File: config.mk
export PLATFORM = sky130hd
export DESIGN_NAME = fsc_security
export DESIGN_NICKNAME = d
export VERILOG_FILES = /design/src/common/fsc_pkg.sv /design/src/common/fsc_key_if.sv /design/src/fsc_key_cmp.sv /design/src/fsc_security.sv
export SDC_FILE = /design/constraint.sdc
export NUM_CORES = 1
export LEC_CHECK = 0
export BUFFER_PORTS_ARGS = -buffer_cell sky130_fd_sc_hd__buf_2
export CORE_MARGIN = 3
export CORE_UTILIZATION = 37
export CTS_BUF_LIST = sky130_fd_sc_hd__clkbuf_2 sky130_fd_sc_hd__clkbuf_4 sky130_fd_sc_hd__clkbuf_8
export DETAILED_ROUTE_END_ITERATION = 6
export PLACE_DENSITY_LB_ADDON = 0.3
export SLEW_MARGIN = 20
export SYNTH_ARGS = -nofsm -noshare
export SYNTH_HDL_FRONTEND = slang
export SYNTH_HIERARCHICAL = 1
export SYNTH_SLANG_ARGS = --single-unit
File: constraint.sdc
create_clock -name ref_clk -period 7.6 [get_ports ref_clk]
set_clock_uncertainty 0.1 [all_clocks]
set_input_delay 0 -clock ref_clk [delete_from_list [all_inputs] [get_ports ref_clk]]
set_output_delay 0 -clock ref_clk [all_outputs]
set_load 0.02 [all_outputs]
File: src/common/fsc_pkg.sv
// Constants shared by the flash security and divider block
package fsc_pkg;

    // ****************************************************************
    // Register offsets
    // ****************************************************************
    localparam logic [3:0] FSC_OFS_DIVIDER = 4'h0;
    localparam logic [3:0] FSC_OFS_OPTION  = 4'h1;
    localparam logic [3:0] FSC_OFS_CONFIG  = 4'h2;
    localparam logic [3:0] FSC_OFS_PROTECT = 4'h3;
    localparam logic [3:0] FSC_OFS_STATUS  = 4'h4;

    // ****************************************************************
    // Field positions and masks
    // ****************************************************************
    localparam int         FSC_DIV_LOADED_BIT = 7;
    localparam int         FSC_DIV_PRESCALE_BIT = 6;
    localparam logic [7:0] FSC_DIV_WR_MASK = 8'h7F;
    localparam int         FSC_OPT_BACKDOOR_KEY_ENABLE_BIT = 7;
    localparam logic [7:0] FSC_OPT_RD_MASK = 8'hC3;
    localparam int         FSC_CFG_KEY_ACCESS_ENABLE_BIT = 5;
    localparam logic [7:0] FSC_CFG_WR_MASK = 8'hE0;
    localparam int         FSC_PROT_DISABLE_BIT = 0;
    localparam logic [1:0] FSC_SEC_UNSECURED = 2'h2;

    // ****************************************************************
    // Reset values and sizes
    // ****************************************************************
    localparam logic [7:0] FSC_DIV_RESET = 8'h00;
    localparam logic [7:0] FSC_CFG_RESET = 8'h00;
    localparam logic [2:0] FSC_PRESCALE_LAST = 3'h7;
    localparam int         FSC_KEY_BYTES = 8;
    localparam logic [15:0] FSC_KEY_BASE = 16'hFFB0;

endpackage : fsc_pkg

File: src/common/fsc_key_if.sv
// Link between the security gate and the key comparison unit
interface fsc_key_if;
    logic        wrEn;
    logic [2:0]  idx;
    logic [7:0]  data;
    logic        restart;
    logic        check;
    logic [63:0] nvKey;
    logic        match;

    modport gate (output wrEn, idx, data, restart, check, nvKey,
                  input match);
    modport keymod (input wrEn, idx, data, restart, check, nvKey,
                    output match);
endinterface : fsc_key_if

File: src/fsc_key_cmp.sv
// Backdoor key capture store and comparison unit
module fsc_key_cmp
    import fsc_pkg::*;
(
    input  wire logic ref_clk,
    input  wire logic resetn,
    fsc_key_if.keymod k
);

    typedef struct packed {
        logic [7:0][7:0] bytes;
        logic [3:0]      count;
        logic            inOrder;
        logic            match;
    } fsc_key_state_t;

    fsc_key_state_t st;
    fsc_key_state_t next_st;

    assign k.match = st.match;

    always_comb begin
        next_st = st;
        next_st.match = 1'b0;
        if (k.restart) begin
            next_st.count = 4'h0;
            next_st.inOrder = 1'b1;
        end else if (k.wrEn) begin
            // Bytes must arrive first to last
            next_st.bytes[k.idx] = k.data;
            if ({1'b0, k.idx} != st.count) begin
                next_st.inOrder = 1'b0;
            end
            if (st.count != 4'(FSC_KEY_BYTES)) begin
                next_st.count = st.count + 4'h1;
            end
        end
        if (k.check) begin
            next_st.match = st.inOrder && (st.count == 4'(FSC_KEY_BYTES))
                            && (st.bytes == k.nvKey);
            next_st.count = 4'h0;
            next_st.inOrder = 1'b1;
        end
    end

    always_ff @(posedge ref_clk) begin
        if (!resetn) begin
            st <= '0;
            st.inOrder <= 1'b1;
        end else begin
            st <= next_st;
        end
    end

endmodule : fsc_key_cmp

File: src/fsc_security.sv
// Flash and RAM security gate with flash clock divider
// Functional notes
// - Secure: block unsecured and debug memory access
// - Secure-fetched code keeps full access
// - Only state 1:0 means unsecured
// - Reset copies nonvolatile option byte
// - Debug module refused while secure
// - Secure: background entry only via pin at reset
// - Key enable clear disables backdoor key
// - Key access on: key writes are captured
// - Matching key on access clear unsecures
// - Key writes only from secure code
// - Protecting vector block protects key
// - Protection register written only by debug
// - Blank flash check disengages security
// - Divider bit 7 read-only, rest write-once
// - Loaded flag gates program and erase
// - Prescale selects bus clock or /8
// - Flash clock is input over divisor+1
// - Timing pulse lasts one bus clock
// - Option register read-only, reset reload
module fsc_security
    import fsc_pkg::*;
(
    input  wire logic        ref_clk,
    input  wire logic        resetn,
    // Register port
    input  wire logic [3:0]  regAddr,
    input  wire logic [7:0]  regWdata,
    input  wire logic        regWr,
    input  wire logic        regRd,
    input  wire logic        regFromDebug,
    output logic [7:0]       regRdata,
    // Nonvolatile contents seen at reset
    input  wire logic [7:0]  optNvByte,
    input  wire logic [7:0]  protNvByte,
    input  wire logic [63:0] nvKey,
    input  wire logic        backgroundModePin,
    // Requests from debug and command logic
    input  wire logic        dbgEnableReq,
    input  wire logic        blankCheckOk,
    // Memory access from CPU or debug
    input  wire logic        memReq,
    input  wire logic        memWr,
    input  wire logic [15:0] memAddr,
    input  wire logic [7:0]  memWdata,
    input  wire logic        memSrcSecure,
    input  wire logic        memSrcDebug,
    input  wire logic        memTargetSecure,
    input  wire logic        memTargetFlash,
    input  wire logic [7:0]  arrayRdata,
    output logic             memWrEn,
    output logic [7:0]       memWrData,
    output logic [7:0]       memRdata,
    output logic             memBlocked,
    output logic             cmdWrite,
    // Security and flash clock status
    output logic             secure,
    output logic             dbgModuleEn,
    output logic             bgEntryOk,
    output logic             keyProtected,
    output logic             progEraseEn,
    output logic             flashPulse
);

    // ****************************************************************
    // State
    // ****************************************************************
    typedef struct packed {
        logic [7:0] divider;
        logic [7:0] option;
        logic [7:0] cfgReg;
        logic [7:0] protect;
        logic [2:0] preCnt;
        logic [5:0] divCnt;
        logic       bgPinLow;
        logic       firstCycle;
        logic [7:0] regRdata;
        logic       memWrEn;
        logic [7:0] memWrData;
        logic [7:0] memRdata;
        logic       memBlocked;
        logic       cmdWrite;
        logic       secure;
        logic       dbgModuleEn;
        logic       bgEntryOk;
        logic       keyProtected;
        logic       progEraseEn;
        logic       flashPulse;
    } fsc_state_t;

    fsc_state_t st;
    fsc_state_t next_st;
    fsc_key_if  keyLink ();

    // Security decode used in several places
    function automatic logic isSecure(input logic [7:0] opt);
        isSecure = (opt[1:0] != FSC_SEC_UNSECURED);
    endfunction : isSecure

    function automatic logic isKeyAddr(input logic [15:0] a);
        isKeyAddr = (a >= FSC_KEY_BASE) &&
                    (a <= FSC_KEY_BASE + 16'(FSC_KEY_BYTES - 1));
    endfunction : isKeyAddr

    fsc_key_cmp u_key (
        .ref_clk (ref_clk),
        .resetn  (resetn),
        .k       (keyLink.keymod)
    );

    // ****************************************************************
    // Key unit hookup
    // ****************************************************************
    logic keyEnabled;
    logic keyAccess;
    logic keyWrite;
    logic cfgWrite;
    logic srcTrusted;
    logic accessOk;
    logic rawWrite;
    logic rawRead;
    logic divTick;

    assign keyEnabled = st.option[FSC_OPT_BACKDOOR_KEY_ENABLE_BIT];
    assign keyAccess  = st.cfgReg[FSC_CFG_KEY_ACCESS_ENABLE_BIT];
    assign srcTrusted = memSrcSecure && !memSrcDebug;
    assign rawWrite   = memReq && memWr;
    assign rawRead    = memReq && !memWr;
    assign cfgWrite   = regWr && (regAddr == FSC_OFS_CONFIG);

    // Key bytes only from secure code with the mechanism enabled
    assign keyWrite = rawWrite && keyAccess && keyEnabled &&
                      isKeyAddr(memAddr) && srcTrusted;

    assign keyLink.wrEn    = keyWrite;
    assign keyLink.idx     = memAddr[2:0];
    assign keyLink.data    = memWdata;
    assign keyLink.nvKey   = nvKey;
    assign keyLink.restart = cfgWrite && !keyAccess &&
                             regWdata[FSC_CFG_KEY_ACCESS_ENABLE_BIT];
    assign keyLink.check   = cfgWrite && keyAccess &&
                             !regWdata[FSC_CFG_KEY_ACCESS_ENABLE_BIT];

    // Secure resources open to secure code, or to all when unsecured
    assign accessOk = !st.secure || !memTargetSecure ||
                      srcTrusted;

    // Divider input: bus clock, or every eighth bus clock
    assign divTick = !st.divider[FSC_DIV_PRESCALE_BIT] ||
                     (st.preCnt == FSC_PRESCALE_LAST);

    // ****************************************************************
    // Next state
    // ****************************************************************
    always_comb begin
        next_st = st;
        next_st.firstCycle = 1'b0;
        next_st.regRdata   = 8'h00;
        next_st.flashPulse = 1'b0;

        // Register writes
        if (regWr) begin
            case (regAddr)
                FSC_OFS_DIVIDER: begin
                    if (!st.divider[FSC_DIV_LOADED_BIT]) begin
                        next_st.divider = (regWdata & FSC_DIV_WR_MASK) |
                            8'(1 << FSC_DIV_LOADED_BIT);
                    end
                end
                FSC_OFS_CONFIG: begin
                    next_st.cfgReg = regWdata & FSC_CFG_WR_MASK;
                end
                FSC_OFS_PROTECT: begin
                    if (regFromDebug) begin
                        next_st.protect = regWdata;
                    end
                end
                default: begin
                    // Option and status ignore writes
                    next_st.option = st.option;
                end
            endcase
        end

        // Register reads, data one cycle later
        if (regRd) begin
            case (regAddr)
                FSC_OFS_DIVIDER: next_st.regRdata = st.divider;
                FSC_OFS_OPTION:  next_st.regRdata =
                    st.option & FSC_OPT_RD_MASK;
                FSC_OFS_CONFIG:  next_st.regRdata = st.cfgReg;
                FSC_OFS_PROTECT: next_st.regRdata = st.protect;
                FSC_OFS_STATUS: begin
                    next_st.regRdata = {4'h0, st.bgEntryOk,
                                        st.dbgModuleEn,
                                        st.progEraseEn, st.secure};
                end
                default: next_st.regRdata = 8'h00;
            endcase
        end

        // Unlock by matching key or blank flash, until next reset
        if ((keyLink.match && keyEnabled) || blankCheckOk) begin
            next_st.option[1:0] = FSC_SEC_UNSECURED;
        end
        next_st.secure = isSecure(next_st.option);

        // Debug module and background entry
        next_st.dbgModuleEn = dbgEnableReq && !st.secure;
        next_st.bgEntryOk = !st.secure || st.bgPinLow;
        if (st.firstCycle) begin
            next_st.bgPinLow = !backgroundModePin;
        end

        // Vector block protection covers the key block
        next_st.keyProtected =
            !st.protect[FSC_PROT_DISABLE_BIT];
        // Loaded flag shows one cycle after the divider write
        next_st.progEraseEn =
            next_st.divider[FSC_DIV_LOADED_BIT];

        // Memory gate
        next_st.memWrEn    = rawWrite && accessOk && !keyWrite &&
                             !(memTargetFlash && keyAccess &&
                               isKeyAddr(memAddr));
        next_st.memWrData  = memWdata;
        next_st.memRdata   = (rawRead && accessOk) ?
                             arrayRdata : 8'h00;
        next_st.memBlocked = memReq && !accessOk;
        next_st.cmdWrite   = rawWrite && accessOk && memTargetFlash &&
                             st.divider[FSC_DIV_LOADED_BIT] &&
                             !(keyAccess && isKeyAddr(memAddr));

        // Flash clock: pulse once per (divisor+1) divider inputs
        if (st.divider[FSC_DIV_LOADED_BIT]) begin
            next_st.preCnt = st.preCnt + 3'h1;
            if (divTick) begin
                if (st.divCnt == st.divider[5:0]) begin
                    next_st.divCnt = 6'h00;
                    next_st.flashPulse = 1'b1;
                end else begin
                    next_st.divCnt = st.divCnt + 6'h01;
                end
            end
        end
    end

    // ****************************************************************
    // Registers
    // ****************************************************************
    always_ff @(posedge ref_clk) begin
        if (!resetn) begin
            st            <= '0;
            st.divider    <= FSC_DIV_RESET;
            st.cfgReg     <= FSC_CFG_RESET;
            st.option     <= optNvByte;
            st.protect    <= protNvByte;
            st.secure     <= isSecure(optNvByte);
            st.firstCycle <= 1'b1;
        end else begin
            st <= next_st;
        end
    end

    assign regRdata     = st.regRdata;
    assign memWrEn      = st.memWrEn;
    assign memWrData    = st.memWrData;
    assign memRdata     = st.memRdata;
    assign memBlocked   = st.memBlocked;
    assign cmdWrite     = st.cmdWrite;
    assign secure       = st.secure;
    assign dbgModuleEn  = st.dbgModuleEn;
    assign bgEntryOk    = st.bgEntryOk;
    assign keyProtected = st.keyProtected;
    assign progEraseEn  = st.progEraseEn;
    assign flashPulse   = st.flashPulse;

endmodule : fsc_security

# Word-level counts from Yosys, hierarchy flattened
# Cells that the tools add are included.
totals:
  regBits: 140
  input_bits: 138
  out_inout_bits: 33
  elab_cells: 138
classes:
  n_addsub: 3
  n_lt_le_gt_ge: 4
  eq_ne: 15
  n_mux: 21
  bitwise: 3
  reduce_logical: 60
ops:
  columns: ["operator", "count"]
  rows:
  - ["68-bit 2-to-1 mux", 1]
  - ["64-bit bitwise mux", 1]
  - ["64-bit == test", 1]
  - ["8-bit 2-to-1 mux", 7]
  - ["8-bit one-hot mux with 5 select lines", 1]
  - ["32-bit 2-to-1 mux", 1]
  - ["1-bit logical AND", 29]
  - ["8-bit demux with 3-bit select", 1]
  - ["16-bit >= comparator (second input constant)", 1]
  - ["16-bit <= comparator (second input constant)", 1]
  - ["2-bit AND reduction", 8]
  - ["1-bit zero test", 13]
  - ["6-bit 2-to-1 mux", 2]
  - ["9-bit 2-to-1 mux", 1]
  - ["3-bit AND reduction", 3]
  - ["4-bit by 2-bit == test with 1-bit output (second input constant)", 2]
  - ["7-bit 2-to-1 mux", 1]
  - ["6-bit by 1-bit adder with 6-bit output (second input constant)", 1]
  - ["6-bit == test", 1]
  - ["2-bit by 1-bit inequality test with 1-bit output (second input constant)", 3]
  - ["1-bit logical OR", 5]
  - ["4-bit by 1-bit adder with 4-bit output (second input constant)", 1]
  - ["4-bit by 1-bit == test with 1-bit output (second input constant)", 1]
  - ["4-bit by 3-bit == test with 1-bit output (second input constant)", 1]
  - ["13 further kinds", 19]

# Logic depth before layout (Yosys ltp)
# Gate-level depths: netlist (run 1).
depth:
  word_depth: 9
  depth_mapped: 10
  depth_no_buf: 7

# By module
# Netlist (run 1), hierarchy kept.
modules_own_cells:
  columns: ["mod", "instances", "cells_each", "area_each_um2", "seq_area_each_um2"]
  rows:
  - ["fsc_key_cmp", 1, 343, 3507.1, 1401.3]
  - ["fsc_security", 1, 280, 2805.2, 1421.4]

# Least setup slack after synthesis (run 1)
# OpenSTA, ideal clock, no wires.
synth_timing:
  kind: "in2reg"
  startpoint: "input regAddr[2]"
  endpoint: "register u_key/st[14] in the netlist's numbering"
  setup_ns: 0.116
  t_arrival_ns: 2.198
  slack_ns: 5.186
  stages: 10
  n_path_buf: 3
  path_cell_list: "buf_6 or3b_1 or3b_1 clkbuf_1 nor3b_1 nand3b_1 nand2b_1 buf_2 mux2i_1 nor2b_1"
synth_via:
  elab_chain_len: 6
synth_lines:
  columns: ["element", "line", "text"]
  rows:
  - ["from (decl)", "fsc_security.sv:28", "input wire logic [3:0] regAddr,"]
  - ["4-bit by 2-bit == test with 1-bit output", "fsc_security.sv:130", "assign cfgWrite = regWr && (regAddr == FSC_OFS_CONFIG);"]
  - ["1-bit logical AND", "fsc_security.sv:130", null]
  - ["1-bit logical AND (2 in series)", "fsc_security.sv:140", "assign keyLink.restart = cfgWrite && !keyAccess &&"]
  - ["named net keyLink.restart", "fsc_key_if.sv:6", "logic restart;"]
  - ["1-bit NOT (no line)", null, null]
  - ["2-bit AND reduction (no line)", null, null]
  - ["to (signal assigned)", "fsc_key_cmp.sv:51", "st <= next_st;"]
  - ["to (decl)", "fsc_key_cmp.sv:17", "fsc_key_state_t st;"]
# The timed path passes the listed nets, and every way through them passes these cells.
# A chain may end at the register's enable or synchronous reset.

# Final worst setup path (run 1)
layout_timing:
  startpoint: "input regWr"
  endpoint: "register u_key/st[18] in the netlist's numbering"
layout_via:
  elab_chain_len: 5
layout_lines:
  columns: ["element", "line", "text"]
  rows:
  - ["from (decl)", "fsc_security.sv:30", "input wire logic regWr,"]
  - ["1-bit logical AND", "fsc_security.sv:130", null]
  - ["1-bit logical AND (2 in series)", "fsc_security.sv:140", null]
  - ["named net keyLink.restart", "fsc_key_if.sv:6", null]
  - ["1-bit NOT (no line)", null, null]
  - ["2-bit AND reduction (no line)", null, null]
# The timed path passes the listed nets, and every way through them passes these cells.

==> out/qor.yml, run 1 <==
status:
  run_status: "finished clean"
critical_path:
  cpMostUsedCell: "or3b_1"
  cp-end-kind: "flip-flop"
  crit_fanout: 10
  startpoint: "regWr"
  critPathSlowestCell: "nand2b_1"
  cp_top_family: "simple AND/OR/NAND/NOR gates"
  path_cells: "dlygate4sd3_1, buf_2, or3b_1, or3b_1, nor3b_1, nand3b_1, nand2b_1, mux2i_1, nor2b_1"
  critical_path_buf_inv_count: 2
  required_ns: 7.83
  crit_arrival_ns: 3.39
  startpoint_type: "input pin"
  worst-setup-path-type: "in -> reg"
  max_stage_delay_ns: 0.55
  r2r-start: "keyAccess"
timing:
  relSlewSlack: 0.316
  rsz0062_at_grt: "false"
  slew_violations: 0
  fin_crit_sh: 0.416
  finalSetupTns_ns: 0
  worstMarginPinSlew_ns: 1.02
  setup_violations: 0
  max_freq_ghz: 0.317
  final_hold_viol_count: 0
  fin_crit_ns: 3.16
global_routing:
  grt_max_degree: 77
  grtUsageMet1: 0.218
  grt_pass1_vias: 4852
  grt-ovfl-total: 0
  antenna_found_initial: 1
  groute.usage.overall: 0.180
  gr-usage-met2: 0.311
  grt-busiest-layer: "met2"
  grt_pass1_wl_um: 25400
  use_met3: 0.0526
detailed_routing:
  totalWireLength_um: 16600
  wl_per_cell_um: 15.7
  drt_first_pass_iters: 5
  num_vias: 4925
  routed_via_density: 4.64
  drt_iter0_markers: 256
  drc: 0
  drtAntennaViolNets: 0
yosys:
  syn_inst: 623
  synth_seq_cells: 136
  syn_nets: 766
  yosys_warnings: 6
  synthArstFlopShare: 0
  netlist_area_um2: 6310
  seq_area_frac_synth: 0.447
  avgSynthCellArea_um2: 10.1
  synth_cell_type_count: 43
  synth_edf_count: 10
  synth_flop_cell: "dfxtp_1"
power:
  p_per_area_nw_per_um2: 188
  vdd_ir_drop_max_v: 0.0000918
  totalPowerFinal_mw: 1.56
  leakage_nw: 3.57
finish:
  fillers: 1562
  layout.area.seq_um2: 2820
  final_layout_size_suffix_gt1_frac: 0.251
  layout_commonest_cell: "buf_2"
  synthToLayoutAreaGrowth_pct: 31.2
  fin_nets: 972
  diodes: 0
  final_cell_mix: "166 x buf_2, 126 x dfxtp_1, 78 x mux2i_1, 78 x dlygate4sd3_1, 70 x nor2b_1"
  multi_input_area_um2: 3060
clock_tree:
  clk_path_buf_depth: 2
  cts-resized-gates: 0
  insertion_delay_ns: 0.44
  cts_buffers: 17
  clock-root-buffer: "clkbuf_8"
  htree_levels: 4
  cts_tree: "done"
  cts.sinks: 136
  clkTransAtPathRegs_ns: 0.08
placed_design:
  port_buffers: 166
  place.gp.congestion: 0.795
  place_hpwl_um: 11300
hold_path:
  hold_path_class: "in -> reg"
  hold_start: "memReq"
floorplanning:
  fp-row-count: 47
  die-area_um2: 18700
  floorplan.initialDensity: 0.379
  io-pin-count: 171
  core_area_um2: 16600
  die_w_um: 137
  dieHeight_um: 137
flow_run:
  max_cap_viol_count: 0
[final cells by class]
type                    count  area share
clock buffers              20      0.0317
clock inverters            11      0.0205
inverters                  14     0.00635
multi-input cells         413       0.370
flip-flops and latches    136       0.341
well taps                 220      0.0332
repair buffers            247       0.197
[path summary, 6_finish.rpt]
path                        to  slack, ns  depth (start not counted)
setup reg to reg  u_key/st[51]       4.48                          7
hold reg to reg   keyProtected       0.33                          1
hold / removal     u_key/st[3]       0.02                          4
setup / recovery  u_key/st[18]       4.44                          9
[per-layer routing]
layer / share of wire / vias up
li1: - / 2488
met1: 0.43 / 2242
met2: 0.48 / 177
met3: 0.072 / 16
met4: 0.012 / 2
met5: 0.00072 / -
[synthesized netlist by cell type, types with 3 or more instances]
master	count	area share
dfxtp_1	126	0.40
mux2i_1	78	0.12
nor2b_1	70	0.069
xnor2_1	62	0.086
nor2_1	34	0.020
buf_4	27	0.032
nand4_1	20	0.020
xor2_1	20	0.028
and2_1	18	0.018
nand3_1	18	0.014
clkbuf_1	16	0.0095
inv_1	14	0.0083
nand2_1	13	0.0077
buf_2	11	0.0087
o21ai_0	11	0.0087
edfxtp_1	10	0.048
nor4_1	10	0.0099
a21oi_1	6	0.0048
buf_6	5	0.0089
ha_1	5	0.0099
nand3b_1	5	0.0059
nor3b_1	5	0.0059
and3_1	4	0.0040
nand2b_1	4	0.0040
a22oi_1	3	0.0036
mux2_2	3	0.0054
nor3_1	3	0.0024
[registers in the layout (all words and copies together), names as in the netlist]
register	count
cmdWrite	1
secure	1
u_key/k.match	1
memWrEn	1
memWrData	8
flashPulse	1
keyProtected	1
dbgModuleEn	1
st	32
memRdata	8
memBlocked	1
keyAccess	1
u_key/st	69
keyEnabled	1
bgEntryOk	1
regRdata	8
[tightest hold or removal path, cell delays in order]
cell and delay (ns):
buf_2 0.11, and3_1 0.23, nand3_1 0.11, a21oi_1 0.06
[metrics by stage]
step	worst slack (ns)	util	cells	hold WS [ns]	instance area, um2
2_1_floorplan	5.19	-	623	-0.00219	6310
3_3_place_gp	4.56	0.425	952	0.0849	7070
3_5_place_dp	4.52	0.425	952	0.0924	7070
4_1_cts	4.46	0.498	1061	0.00283	8280
5_1_grt	4.21	0.498	1061	0.0408	8280
6_report	4.44	0.498	1061	0.0243	8280
[what timing repair did]
action,4_1_cts,5_1_grt
hold buffers,78,0
setup endpoints to repair,0,0
buffers inserted,0,0
hold endpoints to repair,119,0
[where the power goes]
group	internal, mW	switching, mW	total (mW)
clock	0.374	0.285	0.659
combinational	0.0845	0.0728	0.157
sequential	0.735	0.00681	0.741
total	1.19	0.364	1.56
[kinds of logic after synthesis]
family / count (synthesis) / synth area share
buffers and inverters: 74 / 0.0682
AO/OA/AOI/OAI: 30 / 0.0295
multiplexers: 83 / 0.136
AND/OR/NAND/NOR: 213 / 0.195
flip-flops: 136 / 0.447
XOR/XNOR: 82 / 0.114
adder cells (fa/ha/maj): 5 / 0.00991
No activity file was read; power rests on OpenSTA's default activity.
==> inputs of run 2 (changes only) <==
Clock period 7.6 ns to 3.3 ns, I/O delays scaled along.
==> run 2 against run 1 <==
- via count up 0.37%
- clock-buffer cell count up 2
- critical endpoint unchanged
- register-to-register slack worse by 4.0 ns
- critical path type unchanged
- flip-flop and latch count unchanged
- largest power group unchanged
- core utilization up 0.43 points
- sequential power up 130%
- combinational power up 130%
==> out/qor.yml, run 2 (synthesis results as in run 1) <==
status:
  run_status: "finished clean"
clock_tree:
  cts_tree: "done"
  cts_buffers: 17
  cts-resized-gates: 0
  clk_path_buf_depth: 2
  htree_levels: 4
  cts.sinks: 136
  clkTransAtPathRegs_ns: 0.08
  clock-root-buffer: "clkbuf_8"
  insertion_delay_ns: 0.42
timing:
  fin_crit_sh: 0.882
  setup_violations: 0
  finalSetupTns_ns: 0
  slew_violations: 0
  relSlewSlack: 0.474
  max_freq_ghz: 0.344
  final_hold_viol_count: 0
  fin_crit_ns: 2.91
  worstMarginPinSlew_ns: 0.782
  rsz0062_at_grt: "false"
critical_path:
  cpMostUsedCell: "or3b_1"
  crit_arrival_ns: 3.13
  path_cells: "dlygate4sd3_1, buf_2, or3b_1, or3b_1, nor3b_1, nand3b_1, nand2b_1, buf_4, mux2i_1, nor2b_1"
  required_ns: 3.52
  rrSetupSlack_ns: 0.49
  rr_endpoint: "u_key/st[56]"
  startpoint: "regWr"
  cp-end-kind: "flip-flop"
  crit_fanout: 10
  worst-setup-path-type: "in -> reg"
  startpoint_type: "input pin"
  reg2regPathDepth: 7
  max_stage_delay_ns: 0.53
  r2r-start: "keyAccess"
  critPathSlowestCell: "dlygate4sd3_1"
finish:
  design_area_um2: 8350
  layout_commonest_cell: "buf_2"
  final_layout_size_suffix_gt1_frac: 0.256
  fin_nets: 978
  largest_reg_flops: 69
  final_cell_mix: "166 x buf_2, 126 x dfxtp_1, 79 x dlygate4sd3_1, 78 x mux2i_1, 70 x nor2b_1"
  fin_util: 0.502
  diodes: 0
  synthToLayoutAreaGrowth_pct: 32.3
  top_regs: "u_key/st x69, st x32"
  regMostFlops: "u_key/st"
floorplanning:
  dieHeight_um: 137
  floorplan.initialDensity: 0.379
  core_area_um2: 16600
  die-area_um2: 18700
  fp-row-count: 47
  io-pin-count: 171
  die_w_um: 137
power:
  leakage_nw: 3.60
  vdd_ir_drop_max_v: 0.000359
  p_per_area_nw_per_um2: 434
placed_design:
  dpl_cell_area_um2: 7110
  port_buffers: 166
  place_hpwl_um: 11300
  place.gp.congestion: 0.797
detailed_routing:
  drt_iter0_markers: 279
  drtAntennaViolNets: 0
  totalWireLength_um: 16500
  drc: 0
  num_vias: 4943
  drt_first_pass_iters: 4
  wl_per_cell_um: 15.5
  routed_via_density: 4.63
global_routing:
  grt-ovfl-total: 0
  grt_max_degree: 74
  antenna_found_initial: 1
  groute.usage.overall: 0.179
  grt_pass1_vias: 4862
  grt_pass1_wl_um: 25600
hold_path:
  hold_start: "memAddr[2]"
  hold_path_class: "in -> reg"
  hold-path-endpoint: "u_key/st[1]"
  min_path_cells: 4
flow_run:
  max_cap_viol_count: 0
## run 2: changes by cell type in the layout (fill, tap and decap cells not counted)
cell | previous run | this run
inv_6 | 3 | 1
clkbuf_8 | 18 | 20
clkinvlp_4 | 1 | 2
buf_4 | 3 | 8
clkinv_4 | 0 | 2
inv_4 | 1 | 0
clkinv_2 | 2 | 1
dlygate4sd3_1 | 78 | 79
## run 2: worst max-delay path by stage
stage | depth (start not counted) | to
after floorplan | 10 | u_key/st[14]
after global placement | 7 | u_key/st[61]
after detailed placement | 9 | u_key/st[19]
after CTS | 10 | u_key/st[14]
after global routing | 10 | u_key/st[19]
final | 10 | u_key/st[18]
## run 2: per-layer routing
layer | track usage | vias up | share of wire
met2 | 0.309 | 185 | 0.47
met1 | 0.223 | 2247 | 0.44
met3 | 0.0463 | 17 | 0.074
met5 | 0 | - | 0.00054
met4 | 0.0448 | 2 | 0.0099
li1 | - | 2492 | -
## run 2: repair_timing
action / 4_1_cts / 5_1_grt
hold buffers: 79 / 0
setup buffers: 0 / 0
endpoints found under the hold margin: 119 / 0
## run 2: critical path, delay by kind of cell
| family | cells | cell delay (ns) |
|---|---|---|
| mux | 1 | 0.21 |
| buf+inv | 3 | 0.97 |
| simple gates | 6 | 1.95 |
## run 2: area by class of cell
class | instances | area [um2]
clock inverter | 10 | 166
multi-input combinational | 413 | 3060
inverter | 14 | 52.6
sequential | 136 | 2820
clock buffer | 22 | 290
fill | 1537 | 8290
timing repair buffer | 253 | 1680
tap | 220 | 275
## run 2: power by group
part	internal, mW	total [mW]	switching, mW
clock	0.906	1.55	0.648
sequential	1.69	1.71	0.0157
combinational	0.195	0.363	0.168
## run 2: per-stage QoR
stage | instances | hold slack [ns] | total power [mW] | setup slack, ns
2_1_floorplan | 623 | -0.00219 | 1.91 | 0.886
3_5_place_dp | 957 | 0.0944 | 2.04 | 0.518
5_1_grt | 1068 | 0.0197 | 3.78 | 0.163
4_1_cts | 1068 | 0.0180 | 3.66 | 0.449
6_report | 1068 | 0.0490 | 3.62 | 0.389
3_3_place_gp | 957 | 0.0871 | 2.04 | 0.561
